<file path="src/inc/sadcc_defines.svh">
// Constants for the successive-approximation converter control block
`ifndef SADCC_DEFINES_SVH
`define SADCC_DEFINES_SVH

`define SADCC_SAMPLE_CYCLES  5'h04
`define SADCC_CONVERT_CYCLES 5'h0c
`define SADCC_TOTAL_CYCLES   5'h10
`define SADCC_RESULT_BITS    12
`define SADCC_FULL_SCALE     12'hfff
`define SADCC_LSB_DIVISOR    4096
`define SADCC_DIV_SEL_BITS   3
`define SADCC_SRC_SEL_BITS   4
`define SADCC_CHAN_SEL_BITS  3
`define SADCC_REF_SEL_BITS   2
`define SADCC_SRC_EXTERNAL   4'h0
`define SADCC_FMT_LEFT       1'h0

`endif

</file>
<file path="src/inc/sadcc_pkg.sv">
// Types for the successive-approximation converter control block
package sadcc_pkg;

   typedef enum logic [2:0] {
      ST_OFF    = 3'h0,
      ST_IDLE   = 3'h1,
      ST_ARMED  = 3'h2,
      ST_SAMPLE = 3'h3,
      ST_CONV   = 3'h4,
      ST_LATCH  = 3'h5
   } sadcc_state_type;

endpackage : sadcc_pkg

</file>
<file path="src/design/sadcc_clkdiv.sv">
// Power-of-two divider giving half-period enables of the converter clock
`timescale 1ns/1ps
`default_nettype none
`include "sadcc_defines.svh"

module sadcc_clkdiv #(
   parameter int SEL_W = `SADCC_DIV_SEL_BITS
) (
   input  wire logic             clk_i,
   input  wire logic             srst_i,
   input  wire logic             run_i,
   input  wire logic [SEL_W-1:0] sel_i,
   output logic                  half_o
);

   initial begin
      if (SEL_W < 1 || SEL_W > 5) begin
         $error("sadcc_clkdiv: unsupported select width");
      end
   end

   localparam int CW = (1 << SEL_W);

   typedef struct packed {
      logic [CW-1:0] cnt;
      logic          half;
   } sadcc_div_type;

   sadcc_div_type s_q;
   sadcc_div_type s_d;
   logic [CW-1:0] lim;

   // ---------------------------------------------------------------
   // Divider
   // ---------------------------------------------------------------
   // A clock of period 2^sel system cycles has half periods of 2^(sel-1);
   // sel 0 uses a pulse each cycle, so one converter clock is two halves.
   always_comb begin
      lim = CW'(1) << sel_i;
      s_d = s_q;
      s_d.half = 1'b0;
      if (!run_i) begin
         s_d.cnt = '0;
      end else if (sel_i == '0 || s_q.cnt >= (lim >> 1) - CW'(1)) begin
         s_d.cnt  = '0;
         s_d.half = 1'b1;
      end else begin
         s_d.cnt = s_q.cnt + CW'(1);
      end
   end

   always_ff @(posedge clk_i) begin
      if (srst_i) begin
         s_q <= '0;
      end else begin
         s_q <= s_d;
      end
   end

   assign half_o = s_q.half;

endmodule : sadcc_clkdiv
`default_nettype wire

</file>
<file path="src/design/sadcc_top.sv">
// Conversion sequencer of a 12-bit successive-approximation converter
//
// Overview of operation
// RL1 - Four clocks sampling then twelve converting, sixteen converter clocks in all.
// RL2 - Result written at end of conversion, latched half a clock later.
// RL3 - Start raised inside that half clock lets the result pair change.
// RL4 - Software should wait over half a clock before next start.
// RL5 - Software starts a conversion by driving start low, high, low.
// RL6 - Busy high during conversion, low at completion, result then valid.
// RL7 - Power enable must be set; no conversion while it is clear.
// RL8 - Converter clock derived from the three-bit divider select field.
// RL9 - Internal source selection disconnects the external channel input.
// RL10 - Software configures the pin for analog before choosing the channel.
// RL11 - Reference source chosen by the two-bit reference select field.
// RL12 - Result arrangement in the register pair set by format bit.
// RL13 - Interrupt delivered only when global and converter enables are high.
// RL14 - Polling software may leave the converter interrupt unconfigured.
// RL15 - Power enable clear switches converter circuits fully off.
// RL16 - Twelve-bit result; all ones equals the selected reference.
// RL17 - One code step is the reference divided by 4096.
// RL18 - Transitions half an LSB early; last one 1.5 LSB below reference.
// RL19 - Rising start resets converter and clears busy; busy set on start. Code ignores a rising start during sampling and conversion.
// RL20 - Completion sets the interrupt request flag and signals if enabled.
// RL21 - Sampling begins on the falling start edge after the rising one.
// RL22 - Converter clock is the system clock over a power of two.
`timescale 1ns/1ps
`default_nettype none
`include "sadcc_defines.svh"

module sadcc_top #(
   parameter int RES_W = `SADCC_RESULT_BITS,
   parameter int DIV_W = `SADCC_DIV_SEL_BITS
) (
   input  wire logic                         REF_CLK_I,
   input  wire logic                         SRST_I,
   input  wire logic                         START_I,
   input  wire logic                         CONVERTER_POWER_ENABLE_I,
   input  wire logic [DIV_W-1:0]             ADC_CLOCK_DIVIDER_SELECT_I,
   input  wire logic [`SADCC_SRC_SEL_BITS-1:0] INPUT_SOURCE_SELECT_I,
   input  wire logic [`SADCC_CHAN_SEL_BITS-1:0] EXTERNAL_CHANNEL_SELECT_I,
   input  wire logic [`SADCC_REF_SEL_BITS-1:0] REFERENCE_SOURCE_SELECT_I,
   input  wire logic                         RESULT_FORMAT_SELECT_I,
   input  wire logic                         GLOBAL_INTERRUPT_ENABLE_I,
   input  wire logic                         CONVERSION_INTERRUPT_ENABLE_I,
   input  wire logic                         INTERRUPT_FLAG_CLEAR_I,
   input  wire logic                         COMPARATOR_I,
   output logic                              ANALOG_POWER_ON_O,
   output logic                              SAMPLE_O,
   output logic                              EXTERNAL_CONNECT_O,
   output logic [`SADCC_CHAN_SEL_BITS-1:0]   CHANNEL_MUX_O,
   output logic [`SADCC_SRC_SEL_BITS-1:0]    SOURCE_MUX_O,
   output logic [`SADCC_REF_SEL_BITS-1:0]    REFERENCE_MUX_O,
   output logic [RES_W-1:0]                  DAC_CODE_O,
   output logic                              CONVERSION_BUSY_FLAG_O,
   output logic [7:0]                        RESULT_HIGH_BYTE_O,
   output logic [7:0]                        RESULT_LOW_BYTE_O,
   output logic                              CONVERSION_INTERRUPT_FLAG_O,
   output logic                              INTERRUPT_REQUEST_O
);

   initial begin
      if (RES_W != `SADCC_RESULT_BITS || DIV_W < 1 || DIV_W > 5) begin
         $error("sadcc_top: unsupported parameter values");
      end
   end

   typedef struct packed {
      logic [1:0]                       start_sync;
      logic                             start_prev;
      sadcc_pkg::sadcc_state_type       state;
      logic                             phase;
      logic [4:0]                       clk_cnt;
      logic [RES_W-1:0]                 sar;
      logic [RES_W-1:0]                 bit_mask;
      logic [RES_W-1:0]                 pair;
      logic                             power;
      logic                             sample;
      logic                             ext_conn;
      logic [`SADCC_CHAN_SEL_BITS-1:0]  chan;
      logic [`SADCC_SRC_SEL_BITS-1:0]   src;
      logic [`SADCC_REF_SEL_BITS-1:0]   refsel;
      logic [RES_W-1:0]                 dac;
      logic                             busy;
      logic [7:0]                       res_hi;
      logic [7:0]                       res_lo;
      logic                             flag;
      logic                             irq;
   } sadcc_core_type;

   sadcc_core_type s_q;
   sadcc_core_type s_d;
   logic           half_tick;
   logic           div_run;
   logic [1:0]     cmp_sync_q;
   logic           start_rise;
   logic           start_fall;
   logic           adclk_edge;
   logic [15:0]    fmt_word;

   // ---------------------------------------------------------------
   // Clock divider
   // ---------------------------------------------------------------
   assign div_run = (s_q.state == sadcc_pkg::ST_SAMPLE) ||
                    (s_q.state == sadcc_pkg::ST_CONV)   ||
                    (s_q.state == sadcc_pkg::ST_LATCH);

   // RL8 RL22 divided converter clock
   sadcc_clkdiv #(
      .SEL_W (DIV_W)
   ) u_div (
      .clk_i  (REF_CLK_I),
      .srst_i (SRST_I),
      .run_i  (div_run),
      .sel_i  (ADC_CLOCK_DIVIDER_SELECT_I),
      .half_o (half_tick)
   );

   // Comparator is analog, so it is synchronised like a pin.
   always_ff @(posedge REF_CLK_I) begin
      if (SRST_I) begin
         cmp_sync_q <= '0;
      end else begin
         cmp_sync_q <= {cmp_sync_q[0], COMPARATOR_I};
      end
   end

   assign start_rise = s_q.start_sync[1] & ~s_q.start_prev;
   assign start_fall = ~s_q.start_sync[1] & s_q.start_prev;
   // Rising converter clock edge is the second half period
   assign adclk_edge = half_tick & s_q.phase;

   // ---------------------------------------------------------------
   // Sequencer
   // ---------------------------------------------------------------
   always_comb begin
      s_d = s_q;
      s_d.start_sync = {s_q.start_sync[0], START_I};
      s_d.start_prev = s_q.start_sync[1];
      if (half_tick) begin
         s_d.phase = ~s_q.phase;
      end
      // RL15 analog off while disabled
      s_d.power = CONVERTER_POWER_ENABLE_I;
      // RL9 internal source disconnects pins
      s_d.ext_conn = (INPUT_SOURCE_SELECT_I == `SADCC_SRC_EXTERNAL) &&
                     CONVERTER_POWER_ENABLE_I;
      s_d.chan = EXTERNAL_CHANNEL_SELECT_I;
      s_d.src  = INPUT_SOURCE_SELECT_I;
      // RL11 reference mux select
      s_d.refsel = REFERENCE_SOURCE_SELECT_I;
      // RL12 result arrangement
      if (RESULT_FORMAT_SELECT_I == `SADCC_FMT_LEFT) begin
         fmt_word = {s_q.pair, 4'h0};
      end else begin
         fmt_word = {4'h0, s_q.pair};
      end
      s_d.res_hi = fmt_word[15:8];
      s_d.res_lo = fmt_word[7:0];
      // Set beats clear so a completion is never lost
      if (INTERRUPT_FLAG_CLEAR_I) begin
         s_d.flag = 1'b0;
      end

      unique case (s_q.state)
         sadcc_pkg::ST_OFF: begin
            s_d.busy = 1'b0;
            s_d.sample = 1'b0;
            if (CONVERTER_POWER_ENABLE_I) begin
               s_d.state = sadcc_pkg::ST_IDLE;
            end
         end
         sadcc_pkg::ST_IDLE: begin
            // RL19 rising start resets
            if (start_rise) begin
               s_d.busy  = 1'b0;
               s_d.state = sadcc_pkg::ST_ARMED;
            end
         end
         sadcc_pkg::ST_ARMED: begin
            // RL21 RL5 falling start begins sampling
            if (start_fall) begin
               s_d.busy    = 1'b1;
               s_d.sample  = 1'b1;
               s_d.phase   = 1'b0;
               s_d.clk_cnt = '0;
               s_d.sar     = '0;
               s_d.bit_mask = {1'b1, {(RES_W-1){1'b0}}};
               s_d.state   = sadcc_pkg::ST_SAMPLE;
            end
         end
         sadcc_pkg::ST_SAMPLE: begin
            // RL1 four sampling clocks
            if (adclk_edge) begin
               if (s_q.clk_cnt == `SADCC_SAMPLE_CYCLES - 5'h01) begin
                  s_d.sample  = 1'b0;
                  s_d.clk_cnt = '0;
                  s_d.dac     = s_q.bit_mask;
                  s_d.state   = sadcc_pkg::ST_CONV;
               end else begin
                  s_d.clk_cnt = s_q.clk_cnt + 5'h01;
               end
            end
         end
         sadcc_pkg::ST_CONV: begin
            // RL1 twelve bit trials, RL16 RL17 binary weights
            if (adclk_edge) begin
               if (cmp_sync_q[1]) begin
                  s_d.sar = s_q.sar | s_q.bit_mask;
               end
               s_d.bit_mask = s_q.bit_mask >> 1;
               s_d.dac = (cmp_sync_q[1] ? (s_q.sar | s_q.bit_mask) : s_q.sar)
                         | (s_q.bit_mask >> 1);
               s_d.clk_cnt = s_q.clk_cnt + 5'h01;
               if (s_q.clk_cnt == `SADCC_CONVERT_CYCLES - 5'h01) begin
                  // RL2 RL6 write pair, busy low
                  s_d.pair  = cmp_sync_q[1] ? (s_q.sar | s_q.bit_mask)
                                            : s_q.sar;
                  s_d.busy  = 1'b0;
                  // RL20 request flag on completion
                  s_d.flag  = 1'b1;
                  s_d.state = sadcc_pkg::ST_LATCH;
               end
            end
         end
         sadcc_pkg::ST_LATCH: begin
            // RL3 early start leaves the pair open to change
            if (start_rise) begin
               s_d.pair  = '0;
               s_d.state = sadcc_pkg::ST_ARMED;
            end else if (half_tick) begin
               // RL2 latched after half a clock
               s_d.state = sadcc_pkg::ST_IDLE;
            end
         end
         default: begin
            s_d.state = sadcc_pkg::ST_OFF;
         end
      endcase

      // RL7 no conversion without power
      if (!CONVERTER_POWER_ENABLE_I) begin
         s_d.state  = sadcc_pkg::ST_OFF;
         s_d.busy   = 1'b0;
         s_d.sample = 1'b0;
         s_d.dac    = '0;
      end
      // RL13 both enables gate the request
      s_d.irq = s_d.flag & GLOBAL_INTERRUPT_ENABLE_I &
                CONVERSION_INTERRUPT_ENABLE_I;
   end

   always_ff @(posedge REF_CLK_I) begin
      if (SRST_I) begin
         s_q <= '0;
      end else begin
         s_q <= s_d;
      end
   end

   // ---------------------------------------------------------------
   // Outputs
   // ---------------------------------------------------------------
   // RL18 half-LSB offset lives in the analog DAC trim, not here
   assign ANALOG_POWER_ON_O           = s_q.power;
   assign SAMPLE_O                    = s_q.sample;
   assign EXTERNAL_CONNECT_O          = s_q.ext_conn;
   assign CHANNEL_MUX_O               = s_q.chan;
   assign SOURCE_MUX_O                = s_q.src;
   assign REFERENCE_MUX_O             = s_q.refsel;
   assign DAC_CODE_O                  = s_q.dac;
   assign CONVERSION_BUSY_FLAG_O      = s_q.busy;
   assign RESULT_HIGH_BYTE_O          = s_q.res_hi;
   assign RESULT_LOW_BYTE_O           = s_q.res_lo;
   assign CONVERSION_INTERRUPT_FLAG_O = s_q.flag;
   assign INTERRUPT_REQUEST_O         = s_q.irq;

endmodule : sadcc_top
`default_nettype wire

</file>
<file path="config.mk">
export PLATFORM = sky130hd
export DESIGN_NAME = sadcc_top
export DESIGN_NICKNAME = d
export VERILOG_FILES = /design/src/inc/sadcc_pkg.sv /design/src/design/sadcc_clkdiv.sv /design/src/design/sadcc_top.sv
export VERILOG_INCLUDE_DIRS = /design/src /design/src/inc
export SDC_FILE = /design/constraint.sdc
export NUM_CORES = 1
export LEC_CHECK = 0
export BUFFER_PORTS_ARGS = -buffer_cell sky130_fd_sc_hd__buf_4
export CAP_MARGIN = 5
export CORE_MARGIN = 2
export CORE_UTILIZATION = 50
export DETAILED_ROUTE_END_ITERATION = 10
export PLACE_DENSITY = 0.75
export REMOVE_ABC_BUFFERS = 1
export SYNTH_ARGS = -nofsm -noshare
export SYNTH_HDL_FRONTEND = slang
export SYNTH_SLANG_ARGS = --single-unit
</file>
<file path="constraint.sdc">
create_clock -name REF_CLK_I -period 4 [get_ports REF_CLK_I]
set_clock_uncertainty 0.15 [all_clocks]
set_input_delay 0 -clock REF_CLK_I [delete_from_list [all_inputs] [get_ports REF_CLK_I]]
set_output_delay 0 -clock REF_CLK_I [all_outputs]
set_load 0.02 [all_outputs]
</file>
==> summary.md <==
| Metric | Value |
|---|---|
| Status | `finished clean` |
| CTS Root Cell | `clkbuf_8` |
| IO Count | `64` |
| Initial DRC count | `roughly 180` |
| Rows | `34` |
| Area Growth Syn to Fin | `16.07%` |
| Worst rel slew slack | `0.4041` |
| Netlist cell types | `50` |
| Cell depth of the worst hold path | `6` |
| # setup viols final | `0` |
| Tot GR Track Use | `0.1895` |
| Layout cells sized above 1 | `0.1705` |
| Clock Latency Late Sink | `370 ps` |
| Routed wire length | `9073 um` |
| Chip width | `97.96 um` |
| Synth area leaders | `dfxtp_1 (46%), buf_4 (6.3%), a21oi_1 (4.5%)` |
| Hold Crit Start | `ADC_CLOCK_DIVIDER_SELECT_I[0]` |
| Area leader, netlist | `dfxtp_1` |
| Gate power share | `0.059` |
| Total gr overflow | `0` |
| CTS Sinks | `102` |
| Period utilization | `0.7237` |
| Starting density of the core | `0.5112` |
| Wire per inst | `14.27 um` |
| Setup slack, reg-to-reg | `1110 ps` |
| Post-synth EDFFs | `0` |
| Syn. warnings | `0` |
| PortBufs | `63` |
| Mapped Area | `0.004414 mm^2` |
| Via count | `around 3400` |
| Largest net degree at the start of global routing | `48` |
| Postcts setup bufs | `0` |
| Maxcap violations | `0` |
| Routed Antenna Nets | `0` |
| Post-DP HPWL | `5979 um` |
| Fmax | `0.3454 GHz` |
| Placer Congestion | `0.8409` |
| Max-slew violation count | `0` |
| Worst stage delay on the critical path | `780 ps` |
| Final Power | `0.001786 W` |
| Cell count after synthesis | `481` |
| Actual slew at the worst max-slew pin | `892.6 ps` |
| Endpoint class of the critical path | `flip-flop` |
| Via density | `5.358` |
| Die span in y | `97.96 um` |
| Post-layout min period | `2895 ps` |
| Clock slew at reported path FFs | `100 ps` |
| Drc violations | `0` |
| Die Area | `roughly 0.0096 mm^2` |
| H-Tree Depth | `3` |
| Worst VDD drop | `around 170 uV` |
| Crit Path Max Fanout | `21` |
| TritonCTS buffer count | `9` |
| R2R depth | `5` |
| Syn avg cell area | `approximately 9.2 um^2` |
| FF+latch count, synth | `102` |
| Fin Setup TNS | `0 ps` |
| Leak Pwr | `between 1.5 and 2 nW` |
| Async SR Flop Fraction | `0` |
| Sw Share | `0.2584` |
| Core footprint | `roughly 0.0086 mm^2` |
| R2R Path End | `s_q[74]` |
| Worst Hold Endpoint | `u_div.half_o` |
| Final #Nets | `555` |
| Crit path DAT | `3010 ps` |
| CTS max path bufs | `2` |
| ANT cells | `0` |
| Required time of the critical path | `4110 ps` |
| Post-synth top area share | `0.4626` |
| Proportion of power drawn by flip-flops and latches | `0.580` |
| Final hold vios | `0` |
| RSZ-0062 raised after global routing | `false` |
| First-pass GRT wire length | `14900 um` |
| Hold Path Class | `primary input to flip-flop` |
| P per Cell Area | `348.6 mW/mm^2` |
| Crit-path slowest cell | `dfxtp_1` |
| CTS resizes | `0` |
| Main synth FF type | `dfxtp_1` |
| Setup crit start kind | `flip-flop` |
| CTS tree | `built` |
| Worst path cell trace | `nor2b_1 -> a22oi_1 -> nor2_1 -> and3_1 -> a22o_1` |
| Seq/Total Area, Yosys | `0.4626` |
| Psw | `about 0.00046 W` |
| Critical path class | `flip-flop to flip-flop` |
| DRT Pass-1 Iters | `5` |
| Clock share of power | `0.361` |
| Internal power | `0.001325 W` |
| Initial antenna violation count | `0` |
| R2R Path Start | `s_q[86]` |
| Vias in the first global route | `between 3000 and 4000` |
registers in the layout, indices dropped and copies added, names as in the netlist:
register	cells
s_d	2
DAC_CODE_O	12
s_q	46
REFERENCE_MUX_O	2
RESULT_LOW_BYTE_O	8
SOURCE_MUX_O	4
EXTERNAL_CONNECT_O	1
cmp_sync_q	2
u_div.s_q	8
CHANNEL_MUX_O	3
CONVERSION_INTERRUPT_FLAG_O	1
CONVERSION_BUSY_FLAG_O	1
ANALOG_POWER_ON_O	1
u_div.half_o	1
INTERRUPT_REQUEST_O	1
SAMPLE_O	1
RESULT_HIGH_BYTE_O	8
worst max-delay path, delay by kind of cell, from the launching register on:
kind	cells	cell delay, ps
DFF	1	780
and+or+nand+nor	3	970
AOI/OAI and AO/OA	2	890
cell usage after synthesis, drive strengths merged (2+ instances only):
| cell type | count |
|---|---|
| buf | 47 |
| mux2i | 8 |
| dfxtp | 102 |
| a21oi | 41 |
| and2 | 11 |
| a211oi | 3 |
| a21o | 2 |
| nand2 | 24 |
| nand2b | 7 |
| clkbuf | 16 |
| a22o | 12 |
| nor4bb | 2 |
| ha | 11 |
| and3 | 5 |
| nor4b | 2 |
| o2bb2ai | 12 |
| o21ai | 32 |
| inv | 8 |
| nor3 | 4 |
| nand3 | 20 |
| a22oi | 2 |
| nor2b | 20 |
| a311oi | 11 |
| xnor2 | 5 |
| nor3b | 3 |
| xor2 | 4 |
| nor2 | 51 |
logic make-up (layout without fill, tap and decap cells):
| family | count (synthesis) | after routing | synth area share |
|---|---|---|---|
| AO/OA/AOI/OAI | 124 | 124 | 0.1842 |
| XOR/XNOR | 9 | 9 | 0.01786 |
| adder cells (fa/ha/maj) | 11 | 11 | 0.03118 |
| buffers and inverters | 71 | 118 | 0.09892 |
| flip-flops | 102 | 102 | 0.4626 |
| multiplexers | 8 | 8 | 0.01814 |
| AND/OR/NAND/NOR | 156 | 156 | 0.1871 |
layout by cell type, fill, tap and decap left out, types with 2 or more instances in the layout:
cell / synthesis / routed
inv_1: 8 / 8
a21oi_1: 40 / 40
nor2_1: 50 / 50
a22oi_1: 2 / 2
clkinvlp_4: 0 / 2
nand3_1: 20 / 20
buf_4: 37 / 65
dfxtp_1: 102 / 102
nor4bb_1: 2 / 2
inv_8: 0 / 2
clkinv_8: 0 / 2
nand2b_1: 7 / 7
dlygate4sd3_1: 0 / 29
o21ai_0: 32 / 32
a22o_1: 12 / 12
xnor2_1: 5 / 5
a211oi_1: 2 / 2
o2bb2ai_1: 12 / 12
ha_1: 11 / 11
and3_1: 5 / 5
nor2b_1: 20 / 20
nand2_1: 24 / 24
xor2_1: 4 / 4
and2_1: 11 / 11
a311oi_1: 11 / 11
mux2i_1: 8 / 8
a21o_1: 2 / 2
clkbuf_8: 0 / 9
nor3b_1: 2 / 2
nor3_1: 4 / 4
how the worst max path moves through the flow:
stage                     slack [ps]  startpoint  endpoint  cells after the start
after global routing             930     s_q[86]   s_q[74]                      5
final                           1110     s_q[86]   s_q[74]                      5
after CTS                       1210     s_q[86]   s_q[74]                      5
after floorplan                 1690     s_q[85]   s_q[67]                      5
after global placement          1390     s_q[86]   s_q[70]                      5
after detailed placement        1230     s_q[86]   s_q[75]                      5
metal layers:
| metal | track usage | share of wire | vias up |
|---|---|---|---|
| met2 | 0.3230 | 0.50 | 82 |
| met5 | 0 | 0 | - |
| li1 | - | - | 1725 |
| met4 | 0.08013 | 0.014 | 0 |
| met1 | 0.2353 | 0.45 | 1589 |
| met3 | 0.03508 | 0.038 | 12 |
final cells by class:
cell class	instances	area, um^2
clock buffer	9	123.9
clock inverter	7	78.83
fill	737	3512
inverter	8	30.03
multi-input combinational	308	1936
sequential	102	2042
tap	108	135.1
timing repair buffer	94	778.2
through the flow:
| stage | hold WS (ps) | cells | instance area [um^2] | setup WS [ps] | utilization |
|---|---|---|---|---|---|
| after CTS | 42.67 | 636 | 5124 | 1208 | 0.5933 |
| after floorplan | -80.93 | 418 | 4008 | 1691 | - |
| after global placement | 59.89 | 591 | 4631 | 1390 | 0.5362 |
| after global routing | 91.29 | 636 | 5124 | 926.0 | 0.5933 |
| after detailed placement | 67.00 | 591 | 4631 | 1229 | 0.5362 |
| final | 64.51 | 636 | 5124 | 1105 | 0.5933 |
power by group through the flow:
stage	clock network (W)	registers (W)	logic [W]
floorplan	0	0.00106	0.0000344
global placement	0	0.00106	0.0000826
detailed placement	0	0.00106	0.0000844
CTS	0.000658	0.00104	0.000104
global route	0.000696	0.00104	0.000115
finish	0.000645	0.00104	0.000106
what timing repair did:
action / CTS / global route
endpoints found under the setup margin: 0 / 0
hold buffers: 29 / 0
endpoints found under the hold margin: 49 / 0
Note: power is estimated with default switching activity, not from simulation.
